--- config.mk ---
export PLATFORM = sky130hd
export DESIGN_NAME = ptc_top
export DESIGN_NICKNAME = d
export VERILOG_FILES = /design/src/logic/ptc_pkg.sv /design/src/logic/ptc_counter.sv /design/src/logic/ptc_top.sv
export SDC_FILE = /design/constraint.sdc
export NUM_CORES = 1
export LEC_CHECK = 0
export BUFFER_PORTS_ARGS = -buffer_cell sky130_fd_sc_hd__buf_2
export CAP_MARGIN = 10
export CORE_ASPECT_RATIO = 0.7
export CORE_MARGIN = 2
export CORE_UTILIZATION = 30
export DETAILED_ROUTE_END_ITERATION = 8
export SLEW_MARGIN = 0
export SYNTH_ARGS = -nofsm -noshare
export SYNTH_HDL_FRONTEND = slang
export SYNTH_HIERARCHICAL = 1
export SYNTH_SLANG_ARGS = --single-unit
--- constraint.sdc ---
create_clock -name clk -period 2.57 [get_ports clk]
set_clock_uncertainty 0.1 [all_clocks]
set_input_delay 0.257 -clock clk [delete_from_list [all_inputs] [get_ports clk]]
set_output_delay 0.257 -clock clk [all_outputs]
set_load 0.05 [all_outputs]
--- src/logic/ptc_pkg.sv ---
// constants, types and helpers for the pacer and pre-trigger counter block
// Behaviour
// - Three independent counters, each programmable into one of six modes.
// - Counters 1 and 2 are chained to make the periodic A/D pacer trigger.
// - Pacer runs from a 2 MHz base clock, fastest output one quarter of it.
// - Slowest pacer rate is base clock over the largest divisor of both stages.
// - Pacer output is a selectable interrupt source and selectable A/D trigger source.
// - Counter 0 counts the selected A/D trigger events.
// - Pre-trigger falling edge sets counter 0 gate; counter 0 reaching zero clears it.
// - Four I/O locations: counter data at 0x40, 0x42, 0x44, control at 0x46.
// - Counter data ports move one byte per access; full counts use successive bytes.
// - Post-trigger sample count is programmable up to 65535.
// - Second interrupt request selects pacer output or external interrupt input.
package ptc_pkg;

    localparam logic [7:0] OFS_PRETRIG  = 8'h40;
    localparam logic [7:0] OFS_STAGE1   = 8'h42;
    localparam logic [7:0] OFS_STAGE2   = 8'h44;
    localparam logic [7:0] OFS_CONTROL  = 8'h46;

    // control byte fields
    localparam int CTL_SEL_MSB  = 7;
    localparam int CTL_SEL_LSB  = 6;
    localparam int CTL_RW_MSB   = 5;
    localparam int CTL_RW_LSB   = 4;
    localparam int CTL_MODE_MSB = 3;
    localparam int CTL_MODE_LSB = 1;

    localparam int CNT_W = 16;

    localparam logic [CNT_W-1:0] RST_COUNT = 16'h0000;
    localparam logic [7:0]       RST_BYTE  = 8'h00;

    localparam int CLK_HZ   = 10_000_000;
    localparam int BASE_HZ  = 2_000_000;
    localparam int BASE_DIV = CLK_HZ / BASE_HZ;
    localparam logic [2:0] BASE_DIV_LAST = 3'(BASE_DIV - 1);
    localparam logic [2:0] RST_DIV       = 3'h0;

    typedef enum logic [1:0] {
        PTC_RW_LATCH,
        PTC_RW_LSB,
        PTC_RW_MSB,
        PTC_RW_BOTH
    } ptc_rw_t;

    typedef enum logic [2:0] {
        PTC_MODE0,
        PTC_MODE1,
        PTC_MODE2,
        PTC_MODE3,
        PTC_MODE4,
        PTC_MODE5
    } ptc_mode_t;

    // codes 6 and 7 alias the two periodic modes
    function automatic ptc_mode_t ptc_decode_mode(input logic [2:0] code);
        case (code)
            3'h0:    ptc_decode_mode = PTC_MODE0;
            3'h1:    ptc_decode_mode = PTC_MODE1;
            3'h2:    ptc_decode_mode = PTC_MODE2;
            3'h3:    ptc_decode_mode = PTC_MODE3;
            3'h4:    ptc_decode_mode = PTC_MODE4;
            3'h5:    ptc_decode_mode = PTC_MODE5;
            3'h6:    ptc_decode_mode = PTC_MODE2;
            default: ptc_decode_mode = PTC_MODE3;
        endcase
    endfunction : ptc_decode_mode

endpackage : ptc_pkg

--- src/logic/ptc_counter.sv ---
// one 16-bit programmable interval counter with byte-wide host access
`timescale 1ns/1ps
`default_nettype none
module ptc_counter
    import ptc_pkg::*;
(
    // clock and reset
    input  wire logic       clk,
    input  wire logic       nrst,
    // host access strobes
    input  wire logic       ctl_wr,
    input  wire logic       data_wr,
    input  wire logic       data_rd,
    input  wire logic [7:0] wdata,
    output logic      [7:0] rdata,
    // counting
    input  wire logic       tick,
    input  wire logic       gate,
    output logic            out,
    output logic            tc
);

    ptc_mode_t        mode;
    ptc_rw_t          rw;
    logic [CNT_W-1:0] count;
    logic [CNT_W-1:0] reload;
    logic [CNT_W-1:0] latch_val;
    logic             latched;
    logic             wr_hi;
    logic             rd_hi;
    logic             pending;
    logic             running;
    logic             gate_prev;
    logic             trig;
    logic             hw_mode;
    logic             trig_take;
    logic             is_latch;
    logic [CNT_W-1:0] src;

    assign hw_mode   = (mode == PTC_MODE1) || (mode == PTC_MODE5);
    assign is_latch  = (wdata[CTL_RW_MSB:CTL_RW_LSB] == 2'h0);
    assign trig_take = tick && hw_mode && trig && !ctl_wr && !data_wr;

    // gate rising edge arms the hardware-triggered modes; a new edge wins over consumption
    always_ff @(posedge clk or negedge nrst) begin
        if (!nrst) begin
            gate_prev <= 1'b0;
            trig      <= 1'b0;
        end else begin
            gate_prev <= gate;
            if (gate && !gate_prev) begin
                trig <= 1'b1;
            end else if (trig_take || (ctl_wr && !is_latch)) begin
                trig <= 1'b0;
            end
        end
    end

    // programming, loading and counting
    always_ff @(posedge clk or negedge nrst) begin
        if (!nrst) begin
            mode    <= PTC_MODE0;
            rw      <= PTC_RW_LSB;
            count   <= RST_COUNT;
            reload  <= RST_COUNT;
            wr_hi   <= 1'b0;
            pending <= 1'b0;
            running <= 1'b0;
            out     <= 1'b0;
            tc      <= 1'b0;
        end else begin
            tc <= 1'b0;
            if (ctl_wr && !is_latch) begin
                mode    <= ptc_decode_mode(wdata[CTL_MODE_MSB:CTL_MODE_LSB]);
                rw      <= ptc_rw_t'(wdata[CTL_RW_MSB:CTL_RW_LSB]);
                wr_hi   <= 1'b0;
                pending <= 1'b0;
                running <= 1'b0;
                out     <= (ptc_decode_mode(wdata[CTL_MODE_MSB:CTL_MODE_LSB]) != PTC_MODE0);
            end else if (data_wr) begin
                case (rw)
                    PTC_RW_LSB: begin
                        reload  <= {8'h00, wdata};
                        pending <= 1'b1;
                    end
                    PTC_RW_MSB: begin
                        reload  <= {wdata, 8'h00};
                        pending <= 1'b1;
                    end
                    PTC_RW_BOTH: begin
                        if (!wr_hi) begin
                            reload[7:0] <= wdata;
                            wr_hi       <= 1'b1;
                            // a half-written count is not loaded by a plain tick, though a gate trigger in modes 1 and 5 still loads it
                            pending     <= 1'b0;
                            if (mode == PTC_MODE0) begin
                                running <= 1'b0;
                                out     <= 1'b0;
                            end
                        end else begin
                            reload[15:8] <= wdata;
                            wr_hi        <= 1'b0;
                            pending      <= 1'b1;
                        end
                    end
                    default: begin
                        pending <= pending;
                    end
                endcase
            end else if (tick) begin
                if (pending && !hw_mode) begin
                    count   <= reload;
                    pending <= 1'b0;
                    running <= 1'b1;
                end else if (trig_take) begin
                    count   <= reload;
                    pending <= 1'b0;
                    running <= 1'b1;
                    out     <= (mode != PTC_MODE1);
                end else if (running && (gate || hw_mode)) begin
                    case (mode)
                        PTC_MODE2: begin
                            if (count == 16'h0001) begin
                                count <= reload;
                                out   <= 1'b1;
                            end else begin
                                count <= count - 16'h0001;
                                out   <= (count != 16'h0002);
                            end
                        end
                        PTC_MODE3: begin
                            // half period of reload/2 ticks, toggling at each reload
                            if ((count == 16'h0002) || (count == 16'h0001)) begin
                                count <= reload;
                                out   <= ~out;
                            end else begin
                                count <= count - 16'h0002;
                            end
                        end
                        default: begin
                            count <= count - 16'h0001;
                            if (count == 16'h0001) begin
                                tc  <= 1'b1;
                                out <= (mode == PTC_MODE0) || (mode == PTC_MODE1);
                                if (!((mode == PTC_MODE0) || (mode == PTC_MODE1))) begin
                                    running <= 1'b0;
                                end
                            end
                        end
                    endcase
                end else if (((mode == PTC_MODE4) || (mode == PTC_MODE5)) && !out) begin
                    // strobe lasts a single count tick
                    out <= 1'b1;
                end
            end
        end
    end

    // read path: latch command freezes the count until it is read, both bytes in two-byte mode and one byte otherwise
    always_ff @(posedge clk or negedge nrst) begin
        if (!nrst) begin
            latch_val <= RST_COUNT;
            latched   <= 1'b0;
            rd_hi     <= 1'b0;
        end else if (ctl_wr) begin
            if (is_latch) begin
                if (!latched) begin
                    latch_val <= count;
                    latched   <= 1'b1;
                end
            end else begin
                latched <= 1'b0;
                rd_hi   <= 1'b0;
            end
        end else if (data_rd) begin
            if (rw == PTC_RW_BOTH) begin
                rd_hi <= ~rd_hi;
                if (rd_hi) begin
                    latched <= 1'b0;
                end
            end else begin
                latched <= 1'b0;
            end
        end
    end

    assign src   = latched ? latch_val : count;
    assign rdata = ((rw == PTC_RW_MSB) || ((rw == PTC_RW_BOTH) && rd_hi)) ? src[15:8] : src[7:0];
endmodule : ptc_counter
`default_nettype wire

--- src/logic/ptc_top.sv ---
// pacer and pre-trigger counter block: host decode, cascade, pre-trigger gate
`timescale 1ns/1ps
`default_nettype none
module ptc_top
    import ptc_pkg::*;
(
    // clock and reset
    input  wire logic       clk,
    input  wire logic       nrst,
    // host I/O access, address already relative to base
    input  wire logic [7:0] io_addr,
    input  wire logic       io_wr,
    input  wire logic       io_rd,
    input  wire logic [7:0] io_wdata,
    output logic      [7:0] io_rdata,
    // source selection from card configuration
    input  wire logic       ad_trig_sel_pacer,
    input  wire logic       second_interrupt_request_sel_ext,
    // connector pins
    input  wire logic       pretrig_in,
    input  wire logic       ext_trig_in,
    input  wire logic       ext_int_in,
    // outputs
    output logic            ad_trigger,
    output logic            pacer_out,
    output logic            second_interrupt_request,
    output logic            pretrig_gate
);

    logic [2:0] div;
    logic       base_tick;
    logic       stage2_tick;
    logic       out1_prev;
    logic [2:0] pre_sync;
    logic [2:0] trg_sync;
    logic [1:0] int_sync;
    logic       pre_fall;
    logic       ext_fall;
    logic       pacer_rise;
    logic [2:0] tick_v;
    logic [2:0] gate_v;
    logic [2:0] out_v;
    logic [2:0] tc_v;
    logic [2:0] wr_hit;
    logic [2:0] rd_hit;
    logic [2:0] ctl_hit;
    logic [7:0] rd_v [3];

    // one-hot counter data port select
    function automatic logic [2:0] port_hit(input logic [7:0] addr);
        port_hit = {addr == OFS_STAGE2, addr == OFS_STAGE1, addr == OFS_PRETRIG};
    endfunction : port_hit

    assign wr_hit = io_wr ? port_hit(io_addr) : 3'h0;
    assign rd_hit = io_rd ? port_hit(io_addr) : 3'h0;

    // 2 MHz base count tick from the system clock
    always_ff @(posedge clk or negedge nrst) begin
        if (!nrst) begin
            div       <= RST_DIV;
            base_tick <= 1'b0;
        end else begin
            base_tick <= (div == BASE_DIV_LAST);
            div       <= (div == BASE_DIV_LAST) ? RST_DIV : div + 3'h1;
        end
    end

    // pin synchronisers; the third stage only holds the previous level
    always_ff @(posedge clk or negedge nrst) begin
        if (!nrst) begin
            pre_sync <= 3'h7;
            trg_sync <= 3'h7;
            int_sync <= 2'h0;
        end else begin
            pre_sync <= {pre_sync[1:0], pretrig_in};
            trg_sync <= {trg_sync[1:0], ext_trig_in};
            int_sync <= {int_sync[0], ext_int_in};
        end
    end

    assign pre_fall   = !pre_sync[1] && pre_sync[2];
    assign ext_fall   = !trg_sync[1] && trg_sync[2];
    assign pacer_rise = out_v[2] && !pacer_out;

    // stage one output edge clocks stage two
    always_ff @(posedge clk or negedge nrst) begin
        if (!nrst) begin
            out1_prev   <= 1'b0;
            stage2_tick <= 1'b0;
        end else begin
            out1_prev   <= out_v[1];
            stage2_tick <= out_v[1] && !out1_prev;
        end
    end

    // trigger, pacer and interrupt routing
    always_ff @(posedge clk or negedge nrst) begin
        if (!nrst) begin
            ad_trigger               <= 1'b0;
            pacer_out                <= 1'b0;
            second_interrupt_request <= 1'b0;
        end else begin
            ad_trigger               <= ad_trig_sel_pacer ? pacer_rise : ext_fall;
            pacer_out                <= out_v[2];
            second_interrupt_request <= second_interrupt_request_sel_ext ? int_sync[1] : out_v[2];
        end
    end

    // pre-trigger gate; a falling edge wins over the terminal count
    always_ff @(posedge clk or negedge nrst) begin
        if (!nrst) begin
            pretrig_gate <= 1'b0;
        end else if (pre_fall) begin
            pretrig_gate <= 1'b1;
        end else if (tc_v[0]) begin
            pretrig_gate <= 1'b0;
        end
    end

    // read data; control location and unmapped addresses read zero
    always_ff @(posedge clk or negedge nrst) begin
        if (!nrst) begin
            io_rdata <= RST_BYTE;
        end else if (io_rd) begin
            io_rdata <= rd_hit[0] ? rd_v[0] : rd_hit[1] ? rd_v[1] : rd_hit[2] ? rd_v[2] : RST_BYTE;
        end
    end

    // counter 0 counts A/D triggers, 1 divides the base clock, 2 divides counter 1
    assign tick_v = {stage2_tick, base_tick, ad_trigger};
    // the pacer stages run ungated; host sets them to mode 3
    assign gate_v = {1'b1, 1'b1, pretrig_gate};

    genvar gi;
    generate
        for (gi = 0; gi < 3; gi++) begin : g_cnt
            assign ctl_hit[gi] = io_wr && (io_addr == OFS_CONTROL)
                                 && (io_wdata[CTL_SEL_MSB:CTL_SEL_LSB] == 2'(gi));
            ptc_counter u_cnt (
                .clk     (clk),
                .nrst    (nrst),
                .ctl_wr  (ctl_hit[gi]),
                .data_wr (wr_hit[gi]),
                .data_rd (rd_hit[gi]),
                .wdata   (io_wdata),
                .rdata   (rd_v[gi]),
                .tick    (tick_v[gi]),
                .gate    (gate_v[gi]),
                .out     (out_v[gi]),
                .tc      (tc_v[gi])
            );
        end
    endgenerate
endmodule : ptc_top
`default_nettype wire

; After elaboration in Yosys (flattened, before gate mapping)
; Cells that the tools add are included.
[op_classes]
mux = 174
bitwise_logic = 11
n_addsub = 7
n_eq_ne = 79
n_reduce_logical = 142
[ops]
columns = op, count
row1 = $mux 16, 18
row2 = $pmux 16 s3, 3
row3 = $mux 1, 127
row4 = $mux 8, 12
row5 = $pmux 16 s2, 3
row6 = $eq 16x1->1 const B, 3
row7 = $eq 16x2->1 const B, 3
row8 = $sub 16x1->16 const B, 3
row9 = $sub 16x2->16 const B, 3
row10 = $reduce_and 4->1, 11
row11 = $logic_and 1x1->1, 33
row12 = $ne 3x1->1 const B, 11
row13 = $reduce_bool 3->1, 11
row14 = $eq 8x7->1 const B, 4
row15 = $ne 16x2->1 const B, 2
row16 = $reduce_bool 2->1, 14
row17 = $eq 3x3->1 const B, 9
row18 = $reduce_and 8->1, 3
row19 = $eq 3x2->1 const B, 7
row20 = $reduce_bool 5->1, 4
row21 = $logic_or 1x1->1, 18
row22 = $reduce_and 2->1, 9
row23 = $reduce_and 3->1, 6
row24 = $logic_not 1->1, 17
row25 = 21 further kinds, 79
[word_totals]
wordCells = 466
out_inout_bits = 12
regBits = 208
in_bits = 25

; Depth between registers and ports, before layout
[depth]
depth_word = 11
mapped_depth = 12
depth_no_buf = 9

; Hierarchy
; Netlist, hierarchy kept.
[by_module_without_submodules]
columns = module, cells_per_inst, n_inst, seq_area_each_um2, area_per_inst_um2
row1 = ptc_counter (g_cnt[0].u_cnt ...), 417, 2, 1552.7, 3822.4
row2 = ptc_counter (g_cnt[2].u_cnt), 422, 1, 1552.7, 3926.3
row3 = ptc_top, 109, 1, 658.1, 1182.4

; Worst setup path after synthesis
; OpenSTA, ideal clock, no wires.
[synth_timing]
path_type = input to register
start = in io_addr[0]
end = reg g_cnt[0].u_cnt.count[12]
path_buffers = 1
required_ns = 2.333
setup_ns = 0.137
t_arrival_ns = 2.712
slack_ns = -0.379
stages = 10
cell_sequence = nor4_4 -> nand3_2 -> nor4_1 -> nor2b_1 -> a22o_1 -> a21oi_1 -> nand2_1 -> buf_2 -> a221oi_1 -> nor3_1
[synth_between]
word_cells_on_any_way = 16
classes_between = eq/ne: 2 / mux: 3 / bitwise: 2 / reduce/logical: 9
[synth_lines]
columns = item, line_no
row1 = "start, declared", ptc_top.sv:11  ; input wire logic [7:0] io_addr,
row2 = $eq 8x7->1 (*), ptc_top.sv:51  ; port_hit = {addr == OFS_STAGE2, addr == OFS_STAGE1, addr == OFS_PRETRIG};
row3 = $mux 3 (*), ptc_top.sv:54  ; assign wr_hit = io_wr ? port_hit(io_addr) : 3'h0;
row4 = via wr_hit[0], ptc_top.sv:44  ; logic [2:0] wr_hit;
row5 = $logic_not 1->1, ptc_counter.sv:42  ; assign trig_take = tick && hw_mode && trig && !ctl_wr && !data_wr;
row6 = $logic_and 1x1->1, ptc_counter.sv:42
row7 = $reduce_bool 3->1 (no line) / $mux 16 (equally long branches), --
row8 = $reduce_and 4->1 (no line) / $mux 16 (equally long branches), --
row9 = "end signal, assigned", ptc_counter.sv:112  ; count <= reload;
row10 = "end signal, assigned", ptc_counter.sv:116  ; count <= reload;
row11 = "end signal, assigned", ptc_counter.sv:124  ; count <= reload;
row12 = "end, declared", ptc_counter.sv:25  ; logic [CNT_W-1:0] count;
; The timed path passes the listed nets; every way through them passes the cells marked *.
; A chain may end at the register's enable or synchronous reset.

; Worst setup path after layout
[layout_timing]
start = reg g_cnt[1].u_cnt.count[12]
end = reg g_cnt[1].u_cnt.count[4]
[layout_between]
elab_chain_cells = 7
word_cells_on_any_way = 9
classes_between = eq/ne: 2 / mux: 6 / reduce/logical: 1
[layout_lines]
columns = item, line_no
row1 = "start, declared", ptc_counter.sv:25
row2 = "start signal, assigned", ptc_counter.sv:112
row3 = "start signal, assigned", ptc_counter.sv:116
row4 = "start signal, assigned", ptc_counter.sv:124
row5 = $eq 16x2->1 / $eq 16x1->1 (equally long branches), "ptc_counter.sv:133, ptc_counter.sv:123"
row6 = $logic_or 1x1->1, ptc_counter.sv:133  ; if ((count == 16'h0002) || (count == 16'h0001)) begin
row7 = $mux 16, ptc_counter.sv:133
row8 = $pmux 16 s2 (*), ptc_counter.sv:121  ; case (mode)
row9 = $mux 16 (*), ptc_counter.sv:120  ; end else if (running && (gate || hw_mode)) begin
row10 = $mux 16 (*), ptc_counter.sv:115  ; end else if (trig_take) begin
row11 = $mux 16 (*), ptc_counter.sv:111  ; if (pending && !hw_mode) begin
; Every way passes the cells marked *; elsewhere a longest branch is shown, timed or not. The select of a mux whose other input is x is not followed.

==> metrics.json <==
{
  "drt": {
    "drt_first_pass_iters": 6,
    "num_vias": 11573,
    "vias_per_cell": 5.498,
    "detailed_route_iter0_violations": 1409,
    "post_drt_wl_per_cell_um": 19.59,
    "detail_route.wirelength_um": 41240,
    "ant_nets": 0,
    "route.detailed.drc": 0
  },
  "worst_setup_path": {
    "cp.required_ps": 2880,
    "worst_setup_end_kind": "flop",
    "critical-path-top-cell-by-count": "sky130_fd_sc_hd__buf_4",
    "worst_path_max_delay_cell": "sky130_fd_sc_hd__dfrtp_1",
    "critical-path-top-delay-family": "compound AO/OA/AOI/OAI gates",
    "reg2reg_slack_ps": 50,
    "worstPathBufferInverterCount": 2,
    "crit_arrival_ps": 2840,
    "critical_path_cell_by_cell": "buf_4 -> nor4_2 -> buf_4 -> and4_1 -> o21ai_0 -> o2bb2ai_2 -> a221oi_1 -> nor3_1",
    "critPathLaunchType": "flop",
    "cp_max_fo": 4,
    "cpPeakStageDelay_ps": 440,
    "criticalPathCategory": "flop to flop"
  },
  "die": {
    "io_pins": 37,
    "initial_utilization_pct": 30.49,
    "fp.dieArea_mm2": 0.04346,
    "num_rows": 62,
    "floorplan.die.width_um": 248.3,
    "core_mm2": 0.04111,
    "die-height_um": 175.0
  },
  "sta": {
    "fmax_mhz": 396.3,
    "rsz0062_at_grt": "true",
    "slew_headroom_pct": 48.95,
    "min_period_over_period_pct": 98.18,
    "hold_slack_ps": 14.67,
    "final.min_clock_period_ps": 2523,
    "timing.setup.tns_ps": 0,
    "final.setup.worst_slack_ps": 46.65,
    "final-setup-viol-count": 0,
    "number_of_slew_limit_violations_in_the_final_report": 0,
    "worst_pin_slew_ps": 760.0,
    "final-hold-violation-count": 0
  },
  "power_and_ir_drop": {
    "power-per-cell-area_mw_per_mm2": 645.3,
    "worst_ir_drop_vdd_mv": 0.4662,
    "power_frac_seq_pct": 37.2,
    "p_sw_mw": 3.506,
    "swShare_pct": 34.00,
    "leakagePower_nw": 6.991,
    "pwr-share-clk_pct": 33.9,
    "cellInternalPower_mw": 6.805,
    "power.combinational.fraction_pct": 28.9
  },
  "finish": {
    "finish.instance_area_mm2": 0.01598,
    "finish.utilization_pct": 38.86,
    "drive_gt1_share_pct": 29.66,
    "finalNetCount": 1595,
    "n_antenna_cell": 0,
    "syn2layout_area_growth_pct": 27.45
  },
  "grt": {
    "grt_pass1_vias": 10933,
    "pin_count_of_the_biggest_net_entering_global_routing": 61,
    "wire_length_of_the_first_global_routing_pass_um": 64810,
    "global_route.overflow_total": 0,
    "grt_util_all_layers_pct": 18.98,
    "antenna_found_initial": 0
  },
  "min_path": {
    "hold_path.class": "input pin to flop"
  },
  "placed_design": {
    "io_buffer_count": 36,
    "dpl-instance-area_mm2": 0.01479,
    "dp_slack_ps": -498.2,
    "place.detailed.hpwl_um": 31040,
    "finalWeightedCongestion": 0.9840
  },
  "clock_network": {
    "worst_setup_hold_path_clk_slew_ps": 60,
    "h-tree-depth": 1,
    "clkSinkCount": 209,
    "cts_tree": "yes",
    "clockBufferDepth": 3,
    "clk-insertion-delay-late_ps": 540,
    "cts_made_buffers": 23,
    "cts-root-buf": "sky130_fd_sc_hd__clkbuf_16"
  },
  "outcome": {
    "run_status": "completed"
  },
  "flow_run": {
    "maxCapViolCount": 0
  },
  "yosys": {
    "synth-warning-count": 6,
    "cell_count_after_synthesis": 1336,
    "synth_area_mm2": 0.01254,
    "syn_area_per_cell_um2": 9.383
  }
}
sequential cells by signal (all words and copies together) (netlist names), 2 cells and up:
signal                 flops
g_cnt.u_cnt/count         48
g_cnt.u_cnt/reload        48
io_rdata                   8
int_sync                   2
g_cnt.u_cnt/rw             6
g_cnt.u_cnt/gate_prev      3
g_cnt.u_cnt/trig           3
g_cnt.u_cnt/running        3
g_cnt.u_cnt/mode           9
trg_sync                   3
g_cnt.u_cnt/latch_val     48
g_cnt.u_cnt/out            2
g_cnt.u_cnt/rd_hi          3
g_cnt.u_cnt/pending        3
g_cnt.u_cnt/wr_hi          3
g_cnt.u_cnt/latched        3
div                        3
pre_sync                   3
worst reg2reg max path: stages, from the launching register on:
cell and delay [ps]:
sky130_fd_sc_hd__dfrtp_1 440, sky130_fd_sc_hd__buf_4 170, sky130_fd_sc_hd__nor4_2 320, sky130_fd_sc_hd__buf_4 180, sky130_fd_sc_hd__and4_1 300, sky130_fd_sc_hd__o21ai_0 240
sky130_fd_sc_hd__o2bb2ai_2 250, sky130_fd_sc_hd__a221oi_1 310, sky130_fd_sc_hd__nor3_1 90
area by class of cell:
type | count | area (µm²)
timing repair buffer | 262 | 2071
clock buffer | 35 | 690.7
clock inverter | 7 | 92.59
sequential | 209 | 5241
inverter | 44 | 165.2
tap | 544 | 680.7
fill | 4054 | 25140
multi-input combinational | 1004 | 7036
path summary, 6_finish.rpt:
check                                    startpoint                  endpoint  depth (start not counted)
max                        g_cnt[1].u_cnt/count[12]   g_cnt[1].u_cnt/count[4]                          8
min                                     io_wdata[1]    g_cnt[0].u_cnt/mode[0]                          3
max reg2reg                g_cnt[1].u_cnt/count[12]   g_cnt[1].u_cnt/count[4]                          8
min reg2reg                             int_sync[0]               int_sync[1]                          0
max in group asynchronous                      nrst               pre_sync[0]                          3
min in group asynchronous                      nrst  g_cnt[0].u_cnt/count[13]                          2
layer usage:
layer	track usage, %	part of all wire, %	wire [µm]	vias to the layer above
met3	5.806	11	4459	40
met2	24.93	39	16230	526
met5	0	0	0	-
met4	2.703	1.4	559	0
li1	-	-	-	5331
met1	30.32	48	19980	5676
power by group through the flow:
stage / logic (mW) / clock network [mW] / registers, mW
finish: 2.98 / 3.50 / 3.84
global route: 3.21 / 3.70 / 3.87
detailed placement: 2.82 / 0 / 3.88
global placement: 2.79 / 0 / 3.88
CTS: 2.85 / 3.55 / 3.82
floorplan: 1.57 / 0 / 3.82
what timing repair did:
item / in CTS / in global routing
setup endpoints to repair: 7 / 47
pin swaps: 1 / 10
hold buffers: 12 / 0
setup buffers: 0 / 7
gates resized for setup: 4 / 42
hold endpoints to repair: 109 / 0
placed cells by master (no fill, tap or decap), types with 35 or more instances in the layout:
master	n
sky130_fd_sc_hd__nand2_1	204
sky130_fd_sc_hd__buf_4	201
sky130_fd_sc_hd__dfrtp_1	200
sky130_fd_sc_hd__o21ai_0	112
sky130_fd_sc_hd__nor2_1	67
sky130_fd_sc_hd__mux2_2	52
sky130_fd_sc_hd__nand3_1	49
sky130_fd_sc_hd__a21oi_1	48
sky130_fd_sc_hd__inv_1	43
sky130_fd_sc_hd__buf_2	35
through the flow:
step                power, mW  instances
floorplan               5.388       1344
global placement        6.673       2044
detailed placement      6.693       2044
CTS                     10.22       2098
global route            10.79       2105
finish                  10.31       2105
Power figures use the tool's default switching activity.
